`config.mk`:
```
export PLATFORM = sky130hd
export DESIGN_NAME = lvds_serdes_lane
export DESIGN_NICKNAME = d
export VERILOG_FILES = /design/src/hw/lvds_lane_pkg.sv /design/src/hw/lvds_serdes_lane.sv
export SDC_FILE = /design/constraint.sdc
export NUM_CORES = 1
export LEC_CHECK = 0
export CAP_MARGIN = 20
export CORE_ASPECT_RATIO = 0.5
export CORE_MARGIN = 4
export CORE_UTILIZATION = 69
export DETAILED_ROUTE_END_ITERATION = 12
export DONT_BUFFER_PORTS = 1
export PLACE_DENSITY = 0.9
export SLEW_MARGIN = 20
export SYNTH_ARGS = -nofsm -noshare
export SYNTH_HDL_FRONTEND = slang
export SYNTH_SLANG_ARGS = --single-unit
```
`constraint.sdc`:
```
create_clock -name clk_i -period 9.2 [get_ports clk_i]
set_clock_uncertainty 0.1 [all_clocks]
set_input_delay 1.84 -clock clk_i [delete_from_list [all_inputs] [get_ports clk_i]]
set_output_delay 1.84 -clock clk_i [all_outputs]
set_load 0.02 [all_outputs]
```
`src/hw/lvds_lane_pkg.sv`:
```
// Purpose: shared constants for the lvds serdes lane
// Assumes: one 25 MHz clock, classic wishbone register access
// Notes: byte offsets on a 32-bit data bus
package lvds_lane_pkg;
   localparam int WORD_W = 10;
   localparam int QUEUE_DEPTH = 8;
   localparam int DELAY_TAPS = 8;
   localparam int LOCK_WORDS = 4;
   localparam int ADR_W = 8;

   localparam logic [7:0] CTRL_ADR = 8'h00;
   localparam logic [7:0] CMD_ADR = 8'h04;
   localparam logic [7:0] STATUS_ADR = 8'h08;
   localparam logic [7:0] RXWORD_ADR = 8'h0C;
   localparam logic [7:0] TRAIN_ADR = 8'h10;

   localparam int CTRL_WIDTH_LSB = 0;
   localparam int CTRL_HALF_RATE = 4;
   localparam int CTRL_APA_ENABLE = 5;
   localparam int CTRL_QUEUE_ENABLE = 6;
   localparam int CTRL_TX_CLOCK_MODE = 7;
   localparam int CTRL_RX_BUFFER_ON = 8;
   localparam int CTRL_END_RESISTOR_ON = 9;
   localparam int CTRL_DRIVER_ON = 10;
   localparam int CTRL_DELAY_ADJUST_ON = 11;
   localparam logic [31:0] CTRL_MASK = 32'h0000_0FFF;
   localparam logic [31:0] CTRL_RESET = 32'h0000_0508;

   localparam int CMD_DELAY_STEP = 0;
   localparam int CMD_DELAY_STEP_UP = 1;
   localparam int CMD_DELAY_CLEAR = 2;
   localparam int CMD_RX_LANE_CLEAR = 3;
   localparam int CMD_TX_LANE_CLEAR = 4;
   localparam int CMD_QUEUE_POP = 5;

   localparam int STAT_ALIGNED = 0;
   localparam int STAT_EMPTY = 1;
   localparam int STAT_OVERFLOW = 2;
   localparam int STAT_DELAY_LSB = 4;
   localparam int STAT_FILL_LSB = 8;

   localparam logic [9:0] TRAIN_RESET = 10'h0F0;
endpackage

```
`src/hw/lvds_serdes_lane.sv`:
```
// Purpose: lvds lane with deserializer, serializer, delay chain, phase alignment, rx queue
// Assumes: clk_i is the serial bit clock; two pad samples per cycle stand for both edges
// Notes: the word strobe is derived from a bit counter, not from a separate slow clock
//
// The placing of the registers and the Wishbone interface to the registers are this design's own decisions.
module lvds_serdes_lane #(
   parameter int WORD_W = lvds_lane_pkg::WORD_W,
   parameter int QUEUE_DEPTH = lvds_lane_pkg::QUEUE_DEPTH,
   parameter int DELAY_TAPS = lvds_lane_pkg::DELAY_TAPS,
   parameter int LOCK_WORDS = lvds_lane_pkg::LOCK_WORDS
) (
   input wire logic clk_i,
   input wire logic rst_i,
   input wire logic [lvds_lane_pkg::ADR_W-1:0] wb_adr_i,
   input wire logic [31:0] wb_dat_i,
   input wire logic [3:0] wb_sel_i,
   input wire logic wb_we_i,
   input wire logic wb_cyc_i,
   input wire logic wb_stb_i,
   output logic [31:0] wb_dat_o,
   output logic wb_ack_o,
   input wire logic [1:0] rx_serial_i,
   input wire logic queue_pop_i,
   input wire logic [WORD_W-1:0] tx_word_i,
   output logic [WORD_W-1:0] rx_word_o,
   output logic rx_word_valid_o,
   output logic queue_empty_flag_o,
   output logic phase_aligned_o,
   output logic bypass_input_o,
   output logic [1:0] tx_serial_o,
   output logic tx_word_take_o,
   output logic rx_buffer_on_o,
   output logic end_resistor_on_o,
   output logic driver_on_o
);
   localparam int DW = $clog2(DELAY_TAPS);
   localparam int QW = $clog2(QUEUE_DEPTH);
   localparam int CW = $clog2(WORD_W + 2);

   typedef enum logic [0:0] {APA_SEARCH, APA_LOCKED} apa_state_e;

   function automatic logic [CW-1:0] eff_width(input logic [3:0] w);
      if (w == 4'h0 || int'(w) > WORD_W) begin
         return CW'(WORD_W);
      end
      return CW'(w);
   endfunction

   function automatic logic [WORD_W-1:0] word_mask(input logic [CW-1:0] w);
      logic [WORD_W:0] m;
      m = ((WORD_W+1)'(1) << w) - (WORD_W+1)'(1);
      return m[WORD_W-1:0];
   endfunction

   function automatic logic [1:0] bits_per_cycle(input logic half);
      return half ? 2'h2 : 2'h1;
   endfunction

   logic [31:0] ctrl;
   logic [WORD_W-1:0] train;
   logic [DW-1:0] delay_cnt;
   logic overflow;
   logic [1:0] hist [DELAY_TAPS];
   logic [WORD_W-1:0] rx_sh;
   logic [CW-1:0] rx_cnt;
   logic [WORD_W-1:0] tx_sh;
   logic [CW-1:0] tx_cnt;
   logic [WORD_W-1:0] mem [QUEUE_DEPTH];
   logic [QW-1:0] wr_ptr;
   logic [QW-1:0] rd_ptr;
   logic [QW:0] fill;
   apa_state_e apa_state;
   logic [$clog2(LOCK_WORDS+1)-1:0] match_cnt;

   logic bus_go;
   logic bus_wr;
   logic cmd_wr;
   logic [CW-1:0] width;
   logic [1:0] bpc;
   logic half_rate;
   logic apa_on;
   logic queue_en;
   logic adj_on;
   logic step_req;
   logic step_up;
   logic delay_clr;
   logic rx_clear;
   logic tx_clear;
   logic pop_req;
   logic [1:0] rx_bits;
   logic [WORD_W-1:0] next_rx_sh;
   logic [CW:0] rx_sum;
   logic rx_done;
   logic [WORD_W-1:0] rx_word_now;
   logic push;
   logic pop;
   logic [CW:0] tx_sum;
   logic [WORD_W-1:0] tx_load;
   logic [31:0] next_dat;

   assign bus_go = wb_cyc_i && wb_stb_i && !wb_ack_o;
   assign bus_wr = bus_go && wb_we_i;
   assign cmd_wr = bus_wr && wb_adr_i == lvds_lane_pkg::CMD_ADR && wb_sel_i[0];
   assign width = eff_width(ctrl[lvds_lane_pkg::CTRL_WIDTH_LSB +: 4]);
   assign half_rate = ctrl[lvds_lane_pkg::CTRL_HALF_RATE];
   assign bpc = bits_per_cycle(half_rate);
   assign apa_on = ctrl[lvds_lane_pkg::CTRL_APA_ENABLE] && !half_rate;
   assign queue_en = ctrl[lvds_lane_pkg::CTRL_QUEUE_ENABLE];
   assign adj_on = ctrl[lvds_lane_pkg::CTRL_DELAY_ADJUST_ON];
   assign step_req = cmd_wr && wb_dat_i[lvds_lane_pkg::CMD_DELAY_STEP];
   assign step_up = wb_dat_i[lvds_lane_pkg::CMD_DELAY_STEP_UP];
   assign delay_clr = cmd_wr && wb_dat_i[lvds_lane_pkg::CMD_DELAY_CLEAR];
   assign rx_clear = cmd_wr && wb_dat_i[lvds_lane_pkg::CMD_RX_LANE_CLEAR];
   assign tx_clear = cmd_wr && wb_dat_i[lvds_lane_pkg::CMD_TX_LANE_CLEAR];
   assign pop_req = queue_pop_i || (cmd_wr && wb_dat_i[lvds_lane_pkg::CMD_QUEUE_POP]);

   // control register with byte enables
   always_ff @(posedge clk_i) begin
      if (rst_i) begin
         ctrl <= lvds_lane_pkg::CTRL_RESET;
         train <= lvds_lane_pkg::TRAIN_RESET;
      end else if (bus_wr) begin
         for (int i = 0; i < 4; i++) begin
            if (wb_sel_i[i] && wb_adr_i == lvds_lane_pkg::CTRL_ADR) begin
               ctrl[8*i +: 8] <= wb_dat_i[8*i +: 8] & lvds_lane_pkg::CTRL_MASK[8*i +: 8];
            end
         end
         if (wb_adr_i == lvds_lane_pkg::TRAIN_ADR && &wb_sel_i[1:0]) begin
            train <= wb_dat_i[WORD_W-1:0];
         end
      end
   end

   // pad controls
   always_ff @(posedge clk_i) begin
      if (rst_i) begin
         rx_buffer_on_o <= 1'b0;
         end_resistor_on_o <= 1'b0;
         driver_on_o <= 1'b0;
      end else begin
         rx_buffer_on_o <= ctrl[lvds_lane_pkg::CTRL_RX_BUFFER_ON];
         end_resistor_on_o <= ctrl[lvds_lane_pkg::CTRL_END_RESISTOR_ON];
         driver_on_o <= ctrl[lvds_lane_pkg::CTRL_DRIVER_ON];
      end
   end

   // delay chain history; a disabled input buffer feeds zeros
   always_ff @(posedge clk_i) begin
      if (rst_i) begin
         hist[0] <= 2'h0;
      end else begin
         hist[0] <= ctrl[lvds_lane_pkg::CTRL_RX_BUFFER_ON] ? rx_serial_i : 2'h0;
      end
   end

   genvar g;
   generate
      for (g = 1; g < DELAY_TAPS; g++) begin : g_tap
         always_ff @(posedge clk_i) begin
            if (rst_i) begin
               hist[g] <= 2'h0;
            end else begin
               hist[g] <= hist[g-1];
            end
         end
      end
   endgenerate

   assign rx_bits = hist[delay_cnt];

   // deserializer: first bit lands in bit 0
   always_comb begin
      next_rx_sh = rx_sh;
      if (int'(rx_cnt) < WORD_W) begin
         next_rx_sh[rx_cnt] = rx_bits[0];
      end
      if (half_rate && int'(rx_cnt) + 1 < WORD_W) begin
         next_rx_sh[rx_cnt + CW'(1)] = rx_bits[1];
      end
   end

   assign rx_sum = {1'b0, rx_cnt} + (CW+1)'(bpc);
   assign rx_done = rx_sum >= {1'b0, width};
   assign rx_word_now = next_rx_sh & word_mask(width);

   always_ff @(posedge clk_i) begin
      if (rst_i || rx_clear) begin
         rx_sh <= '0;
         rx_cnt <= '0;
      end else if (rx_done) begin
         rx_sh <= '0;
         rx_cnt <= '0;
      end else begin
         rx_sh <= next_rx_sh;
         rx_cnt <= rx_sum[CW-1:0];
      end
   end

   always_ff @(posedge clk_i) begin
      if (rst_i) begin
         bypass_input_o <= 1'b0;
      end else begin
         bypass_input_o <= (width == CW'(1)) ? rx_bits[0] : 1'b0;
      end
   end

   // manual delay counter and phase alignment
   always_ff @(posedge clk_i) begin
      if (rst_i) begin
         delay_cnt <= '0;
         apa_state <= APA_SEARCH;
         match_cnt <= '0;
      end else if (delay_clr) begin
         if (apa_on) begin
            apa_state <= APA_SEARCH;
            match_cnt <= '0;
         end else begin
            delay_cnt <= '0;
         end
      end else if (apa_on) begin
         if (adj_on && rx_done) begin
            case (apa_state)
               APA_SEARCH: begin
                  if (rx_word_now == (train & word_mask(width))) begin
                     if (int'(match_cnt) + 1 >= LOCK_WORDS) begin
                        apa_state <= APA_LOCKED;
                     end
                     match_cnt <= match_cnt + 1'b1;
                  end else begin
                     match_cnt <= '0;
                     delay_cnt <= delay_cnt + 1'b1;
                  end
               end
               APA_LOCKED: begin
                  apa_state <= APA_LOCKED;
               end
               default: begin
                  apa_state <= APA_SEARCH;
               end
            endcase
         end
      end else begin
         apa_state <= APA_SEARCH;
         match_cnt <= '0;
         if (adj_on && step_req) begin
            delay_cnt <= step_up ? delay_cnt + 1'b1 : delay_cnt - 1'b1;
         end
      end
   end

   always_ff @(posedge clk_i) begin
      if (rst_i) begin
         phase_aligned_o <= 1'b0;
      end else begin
         phase_aligned_o <= apa_on && apa_state == APA_LOCKED;
      end
   end

   // receive queue, bypassed when disabled
   assign push = rx_done && queue_en && int'(fill) < QUEUE_DEPTH;
   assign pop = pop_req && queue_en && fill != '0;

   always_ff @(posedge clk_i) begin
      if (push) begin
         mem[wr_ptr] <= rx_word_now;
      end
   end

   always_ff @(posedge clk_i) begin
      if (rst_i || rx_clear || !queue_en) begin
         wr_ptr <= '0;
         rd_ptr <= '0;
         fill <= '0;
      end else begin
         if (push) begin
            wr_ptr <= (int'(wr_ptr) == QUEUE_DEPTH - 1) ? '0 : wr_ptr + 1'b1;
         end
         if (pop) begin
            rd_ptr <= (int'(rd_ptr) == QUEUE_DEPTH - 1) ? '0 : rd_ptr + 1'b1;
         end
         fill <= fill + (QW+1)'(push) - (QW+1)'(pop);
      end
   end

   always_ff @(posedge clk_i) begin
      if (rst_i) begin
         queue_empty_flag_o <= 1'b1;
      end else begin
         queue_empty_flag_o <= (rst_i || rx_clear || !queue_en) ? 1'b1 :
            (fill + (QW+1)'(push) - (QW+1)'(pop)) == '0;
      end
   end

   // overflow: set beats clear
   always_ff @(posedge clk_i) begin
      if (rst_i) begin
         overflow <= 1'b0;
      end else if (rx_done && queue_en && !push) begin
         overflow <= 1'b1;
      end else if (bus_wr && wb_adr_i == lvds_lane_pkg::STATUS_ADR && wb_sel_i[0] &&
         wb_dat_i[lvds_lane_pkg::STAT_OVERFLOW]) begin
         overflow <= 1'b0;
      end
   end

   always_ff @(posedge clk_i) begin
      if (rst_i || rx_clear) begin
         rx_word_o <= rst_i ? '0 : rx_word_o;
         rx_word_valid_o <= 1'b0;
      end else if (queue_en) begin
         rx_word_valid_o <= pop;
         if (pop) begin
            rx_word_o <= mem[rd_ptr];
         end
      end else begin
         rx_word_valid_o <= rx_done;
         if (rx_done) begin
            rx_word_o <= rx_word_now;
         end
      end
   end

   // serializer, loads a new word at each boundary
   assign tx_sum = {1'b0, tx_cnt} + (CW+1)'(bpc);
   assign tx_load = ctrl[lvds_lane_pkg::CTRL_TX_CLOCK_MODE] ?
      word_mask(width - (width >> 1)) : (tx_word_i & word_mask(width));

   always_ff @(posedge clk_i) begin
      if (rst_i || tx_clear) begin
         tx_sh <= '0;
         tx_cnt <= '0;
         tx_serial_o <= 2'h0;
         tx_word_take_o <= 1'b0;
      end else begin
         tx_word_take_o <= tx_cnt == '0;
         if (tx_cnt == '0) begin
            tx_serial_o <= {half_rate & tx_load[1], tx_load[0]};
            tx_sh <= tx_load >> bpc;
         end else begin
            tx_serial_o <= {half_rate & tx_sh[1], tx_sh[0]};
            tx_sh <= tx_sh >> bpc;
         end
         tx_cnt <= (tx_sum >= {1'b0, width}) ? '0 : tx_sum[CW-1:0];
      end
   end

   // wishbone slave: one wait state, unmapped reads return zero
   always_comb begin
      next_dat = 32'h0000_0000;
      case (wb_adr_i)
         lvds_lane_pkg::CTRL_ADR: next_dat = ctrl;
         lvds_lane_pkg::STATUS_ADR: begin
            next_dat[lvds_lane_pkg::STAT_ALIGNED] = phase_aligned_o;
            next_dat[lvds_lane_pkg::STAT_EMPTY] = queue_empty_flag_o;
            next_dat[lvds_lane_pkg::STAT_OVERFLOW] = overflow;
            next_dat[lvds_lane_pkg::STAT_DELAY_LSB +: DW] = delay_cnt;
            next_dat[lvds_lane_pkg::STAT_FILL_LSB +: QW+1] = fill;
         end
         lvds_lane_pkg::RXWORD_ADR: next_dat[WORD_W-1:0] = rx_word_o;
         lvds_lane_pkg::TRAIN_ADR: next_dat[WORD_W-1:0] = train;
         default: next_dat = 32'h0000_0000;
      endcase
   end

   always_ff @(posedge clk_i) begin
      if (rst_i) begin
         wb_ack_o <= 1'b0;
         wb_dat_o <= 32'h0000_0000;
      end else begin
         wb_ack_o <= bus_go;
         wb_dat_o <= bus_go ? next_dat : 32'h0000_0000;
      end
   end
endmodule // lvds_serdes_lane

```
# Word-level counts from Yosys, hierarchy flattened
# Memory sizes are Yosys's and may differ from the RTL's. A register that Yosys moved wholly into a read port is not among the register bits.
# Index checks and enable logic that the tools add are counted.
totals:
  ramBits: 96
  ff_bits: 101
  output_inout_bits: 53
  memories: 2
op_classes:
  bitwise_logic: 16
  muxes: 70
  n_addsub: 15
  shift: 4
  n_lt_le_gt_ge: 11
  eq_ne: 17
  n_reduce_logical: 58
memory_table:
  columns: ["name", "depth", "width", "rd", "rd_ports_with_merged_regs", "wr", "line_no", "source"]
  rows:
  - ["mem", 8, 10, 1, 1, 1, "lvds_serdes_lane.sv:68", "logic [WORD_W-1:0] mem [QUEUE_DEPTH];"]
  - ["hist", 8, 2, 8, 1, 8, "lvds_serdes_lane.sv:63", "logic [1:0] hist [DELAY_TAPS];"]
op_table:
  columns: ["operator", "n"]
  rows:
  - ["$mux 10", 9]
  - ["$mux 3", 20]
  - ["$and 10x10->10", 3]
  - ["$logic_and 1x1->1", 28]
  - ["$pmux 3 s4", 2]
  - ["$mux 2", 11]
  - ["$bwmux 10", 2]
  - ["$shl 1x4->10 const A", 2]
  - ["$shr 10x2->10", 2]
  - ["$sub 10x2->10 const B", 2]
  - ["$mux 1", 17]
  - ["$eq 8x4->1 const B", 2]
  - ["$add 3x1->3 const B", 4]
  - ["$logic_not 4->1", 3]
  - ["$add 4x2->5", 2]
  - ["$eq 10x10->1", 1]
  - ["$ge 5x4->1", 2]
  - ["$lt 4x5->1 const B", 2]
  - ["$ne 2x2->1 const B", 5]
  - ["$reduce_and 2->1", 5]
  - ["$reduce_or 2->1", 5]
  - ["$demux 1 s4", 2]
  - ["$eq 8x3->1 const B", 1]
  - ["$eq 8x5->1 const B", 1]
  - ["other kinds (33)", 58]

# Longest topological paths before layout
depth:
  depth_word: 17
  depth_mapped: 20
  ltp_nobuf: 18

# Worst setup path after synthesis
# No wires, ideal clock.
synth_path:
  path_kind: "input to register"
  start: "input wb_adr_i[5] in the netlist's numbering"
  end: "register queue_empty_flag_o"
  arrival_time_ns: 4.839
  path_slack_ns: 4.145
  t_required_ns: 8.984
  setup_ns: 0.116
  path_stages: 13
  path_cell_list: "or3_1 -> clkbuf_1 -> or3_1 -> nor3_1 -> a21oi_1 -> a211oi_2 -> ha_1 -> inv_1 -> ha_1 -> inv_1 -> fa_1 -> xor2_1 -> a41o_1"
synth_via:
  elab_chain_cells: 9
  elab_cells_between_ends: 13
  classes_between: "add/sub: 1; eq/ne: 1; reduce/logical: 11"
synth_rtl:
  columns: ["element", "line_no", "source"]
  rows:
  - ["from (decl)", "lvds_serdes_lane.sv:14", "input wire logic [lvds_lane_pkg::ADR_W-1:0] wb_adr_i,"]
  - ["$eq 8x3->1", "lvds_serdes_lane.sv:103", "assign cmd_wr = bus_wr && wb_adr_i == lvds_lane_pkg::CMD_ADR && wb_sel_i[0];"]
  - ["$logic_and 1x1->1 (2 in series)", "lvds_serdes_lane.sv:103", null]
  - ["$logic_and 1x1->1", "lvds_serdes_lane.sv:115", "assign pop_req = queue_pop_i || (cmd_wr && wb_dat_i[lvds_lane_pkg::CMD_QUEUE_POP]);"]
  - ["$logic_or 1x1->1", "lvds_serdes_lane.sv:115", null]
  - ["$logic_and 1x1->1 (2 in series)", "lvds_serdes_lane.sv:261", "assign pop = pop_req && queue_en && fill != '0;"]
  - ["via pop", "lvds_serdes_lane.sv:96", "logic pop;"]
  - ["$sub 4x1->4", "lvds_serdes_lane.sv:290", "(fill + (QW+1)'(push) - (QW+1)'(pop)) == '0;"]
  - ["$logic_not 4->1", "lvds_serdes_lane.sv:290", null]
  - ["to (signal assigned)", "lvds_serdes_lane.sv:289", "queue_empty_flag_o <= (rst_i || rx_clear || !queue_en) ? 1'b1 :"]
  - ["to (decl)", "lvds_serdes_lane.sv:27", "output logic queue_empty_flag_o,"]
# The timed path passes the listed nets, and every way through them passes these cells.
# A chain may end at the register's enable or synchronous reset.

# Final worst setup path
layout_path:
  start: "register ctrl[4]"
  end: "register queue_empty_flag_o"
layout_via:
  elab_chain_cells: 8
layout_rtl:
  columns: ["element", "line_no", "source"]
  rows:
  - ["from (decl)", "lvds_serdes_lane.sv:59", "logic [31:0] ctrl;"]
  - ["from (signal assigned)", "lvds_serdes_lane.sv:120", "ctrl <= lvds_lane_pkg::CTRL_RESET;"]
  - ["from (signal, indexed assignment)", "lvds_serdes_lane.sv:125", "ctrl[8*i +: 8] <= wb_dat_i[8*i +: 8] & lvds_lane_pkg::CTRL_MASK[8*i +: 8];"]
  - ["$mux 2", "lvds_serdes_lane.sv:56", "return half ? 2'h2 : 2'h1;"]
  - ["$add 4x2->5", "lvds_serdes_lane.sv:182", "assign rx_sum = {1'b0, rx_cnt} + (CW+1)'(bpc);"]
  - ["via rx_sum[1]", "lvds_serdes_lane.sv:92", "logic [CW:0] rx_sum;"]
  - ["$ge 5x4->1", "lvds_serdes_lane.sv:183", "assign rx_done = rx_sum >= {1'b0, width};"]
  - ["$logic_and 1x1->1 (2 in series)", "lvds_serdes_lane.sv:260", "assign push = rx_done && queue_en && int'(fill) < QUEUE_DEPTH;"]
  - ["$add 4x1->4", "lvds_serdes_lane.sv:290", null]
  - ["$sub 4x1->4", "lvds_serdes_lane.sv:290", null]
  - ["$logic_not 4->1", "lvds_serdes_lane.sv:290", null]
# The timed path passes the listed nets, and every way through them passes these cells.

==> flow_summary_export.csv <==
group,metric,value,unit
status,outcome,"complete, no violations",
timing,setup_ws,4.40,ns
drt,routed_wl,24400,um
setup_path,r2r_setup_slack,4.40,ns
power,internal_power,0.00141,W
worst_hold_path,min_path_type,"reg2reg",
final_layout,n_antenna_cell,0,
global_route,grt_pass1_vias,7083,
final_layout,nets,1016,
timing,post-route-period-util,0.521,
timing,finalSetupTns,0,ns
setup_path,reg2reg_from,"ctrl[4]",
synth,yosysMostFrequentCell,"dfxtp_1",
floorplan,io-pin-count,115,
synth,synth_cells,921,
synth,yosysSeqAreaShare,0.498,
global_route,antenna_found_initial,0,
placed_design,place.gp.congestion,0.940,
power,leakage,3.89,nW
placed_design,dp_slack,4.00,ns
synth,yosysTopAreaCell,"edfxtp_1",
floorplan,die_height,93,um
final_layout,fin_util,0.771,
cts,tritoncts,"built",
cts,ctsHoldBuffers,0,
drt,via_per_inst,6.59,
global_route,grt.total_usage,0.298,
synth,ys_dominant_reg_cell,"dfxtp_1",
timing,max_freq,209,MHz
drt,first_pass_iters,5,
drt,vias,7327,
cts,clk_pin_slew,0.07,ns
power,pwr-share-comb,0.056,
synth,synth-seq-cells,203,
placed_design,dp_cells,1081,
floorplan,die_w,178,um
floorplan,fp-row-count,30,
synth,synth_cell_types,70,
synth,synth-async-reset-ratio,0,
timing,rsz0062_at_grt,"no",
setup_path,start_kind,"register",
synth,avgSynthCellArea,10.8,sq um
setup_path,r2r-end,"queue_empty_flag_o",
final_layout,nFillCells,849,
power,ir_worst_vdd,0.141,mV
power,p_per_area,171,nW/um^2
floorplan,core_area,13900,sq um
synth,synth_top_area_share,0.271,
power,power_frac_clock,0.412,
power,total_power,0.00182,W
timing,slew_headroom,0.245,
synth,synth_common_cells,"dfxtp_1, nor2_1, edfxtp_1, nand2_1, a21oi_1",
placed_design,dpl.hpwl,16700,um
timing,tightest_slew,1.12,ns
floorplan,die-area,16600,sq um
setup_path,crit_family,"adder cells",
timing,maxSlewViolCount,0,
power,p_seq_frac,0.532,
power,p_sw_frac,0.226,
final_layout,syn_to_final_growth,7.11,%
setup_path,crit_buf_inv,7,
timing,min_period,4.80,ns
synth,netlist_top_cells_area,"edfxtp_1, dfxtp_1, ha_1, mux4_2, mux2i_1",
drt,drc_errors,0,
placed_design,numPortBuffers,0,
timing,finalSetupViolCount,0,
cts,postCtsSetupBuffers,0,
setup_path,cp_cell_sequence,"buf_4, inv_2, ha_1, inv_1, fa_1, inv_1, ha_1, a21o_1, a21o_1, a211o_1, and3_1, clkinv_1, ha_1, inv_1, ha_1, inv_1, fa_1, xor2_1, a41o_1",
cts,h-tree-depth,1,
worst_hold_path,min_to,"hist[3][1]",
synth,netlist_area,9970,sq um
setup_path,cp-end-kind,"register",
final_layout,finalNonFillerCells,1112,
setup_path,critical_path_arrival,5.09,ns
cts,cts.root.buffer_cell,"clkbuf_16",
cts,cts_made_buffers,18,
setup_path,reg2reg_depth,19,
drt,ant_nets,0,
synth,synth_edf_count,90,
worst_hold_path,min_from,"hist[2][1]",
power,p_switching,0.000411,W
floorplan,initial_core_util,0.720,
timing,hold_violations,0,
global_route,grt_overflow_total,0,
worst_hold_path,hold_depth,1,
setup_path,path_class,"reg2reg",
flow_run,drv_cap,0,
global_route,grt_pass1_wl,38500,um
cts,clock_sinks,203,
cts,cts_buffer_depth,3,
setup_path,cpMaxStageDelayCell,"fa_1",
cts,clk_latency,0.49,ns
cts,post_cts_resized,0,
setup_path,slowest_delay,0.51,ns
drt,wl_per_cell,21.9,um
setup_path,cp.required,9.49,ns
global_route,grt_start_max_net_pins,58,
final_layout,drive_gt1_frac,0.0924,
setup_path,cp_max_fo,20,
drt,drt_iter0_markers,765,
synth,synth_warnings,0,
sequential cells by signal, indices dropped and copies added (netlist names), 2 cells and up, named ones only:
name / count
fill: 4
rd_ptr: 3
tx_cnt: 4
rx_word_o: 10
rx_sh: 10
hist: 16
wb_dat_o: 12
match_cnt: 3
tx_serial_o: 2
tx_sh: 10
wr_ptr: 3
rx_cnt: 4
mem: 80
delay_cnt: 3
ctrl: 12
train: 10
routing by layer:
layer | routed length, um | vias up | global-route usage
met5 | 0 | - | 0
met4 | 828 | 0 | 0.0932
met3 | 2100 | 76 | 0.0489
met2 | 12100 | 421 | 0.518
met1 | 9280 | 3538 | 0.387
li1 | - | 3292 | -
worst max path at each step:
stage,slack (ns),depth (start not counted),start,end
6_report,4.40,19,ctrl[4],queue_empty_flag_o
5_1_grt,4.14,19,ctrl[4],queue_empty_flag_o
4_1_cts,4.42,19,ctrl[4],queue_empty_flag_o
3_5_place_dp,4.00,13,wb_adr_i[4],queue_empty_flag_o
3_3_place_gp,4.12,13,wb_adr_i[4],queue_empty_flag_o
2_1_floorplan,4.15,13,wb_adr_i[5],queue_empty_flag_o
cell usage in the layout, fill, tap and decap left out, types with 6 or more instances in the layout:
cell and instances:
dfxtp_1 113, nor2_1 107, edfxtp_1 90, nand2_1 50, a21oi_1 47, mux2i_1 44, nor2b_1 41, ha_1 41
inv_1 32, a22oi_1 25, mux4_2 22, conb_1 21, clkbuf_16 18, o21ai_0 17, a211oi_1 17, nor3_1 15
xnor2_1 14, nand2b_1 13, nand3_1 11, a21o_1 10, o31ai_1 9, and2_1 9, a211o_1 9, buf_4 9
and3_1 8, or3_1 6, xor2_1 6, nor3b_1 6, nand4_1 6, a21boi_0 6
cells by family after synthesis:
family / share of synthesized area
muxes: 0.101
AOI/OAI and AO/OA: 0.126
buffers and inverters: 0.0445
other: 0.000376
xor gates and xnor gates: 0.0176
and+or+nand+nor: 0.153
adders and majority gates: 0.0595
DFF: 0.498
worst register-to-register path, delay by kind of cell, from the launching register on:
kind | cells | cell delay (ns)
simple gates | 1 | 0.33
buf+inv | 7 | 1.07
compound gates | 4 | 0.77
xor+xnor | 1 | 0.17
flops | 1 | 0.30
fa+ha+maj | 6 | 1.95
cell type report:
cell class / count / area [sq um] / area share
clock inverters: 9 / 108 / 0.0101
inverters: 34 / 128 / 0.0119
clock buffers: 22 / 465 / 0.0436
repair buffers: 9 / 67.6 / 0.00633
well taps: 192 / 240 / 0.0225
multi-input cells: 643 / 4710 / 0.441
flip-flops and latches: 203 / 4960 / 0.465
power by group through the flow:
stage,Clock (W),Combinational (W),Sequential [W]
finish,0.000751,0.000102,0.000969
floorplan,0,0.0000897,0.000985
CTS,0.000754,0.000100,0.000969
global route,0.000796,0.000114,0.000971
global placement,0,0.0000927,0.000989
detailed placement,0,0.0000981,0.000990
per-stage QoR:
| step | area, sq um | hold WS [ns] |
|---|---|---|
| after global routing | 10700 | 0.374 |
| after floorplan | 10000 | 0.325 |
| after CTS | 10700 | 0.361 |
| after global placement | 10100 | 0.338 |
| final | 10700 | 0.362 |
| after detailed placement | 10100 | 0.353 |
(Power assumes the default switching activity.)
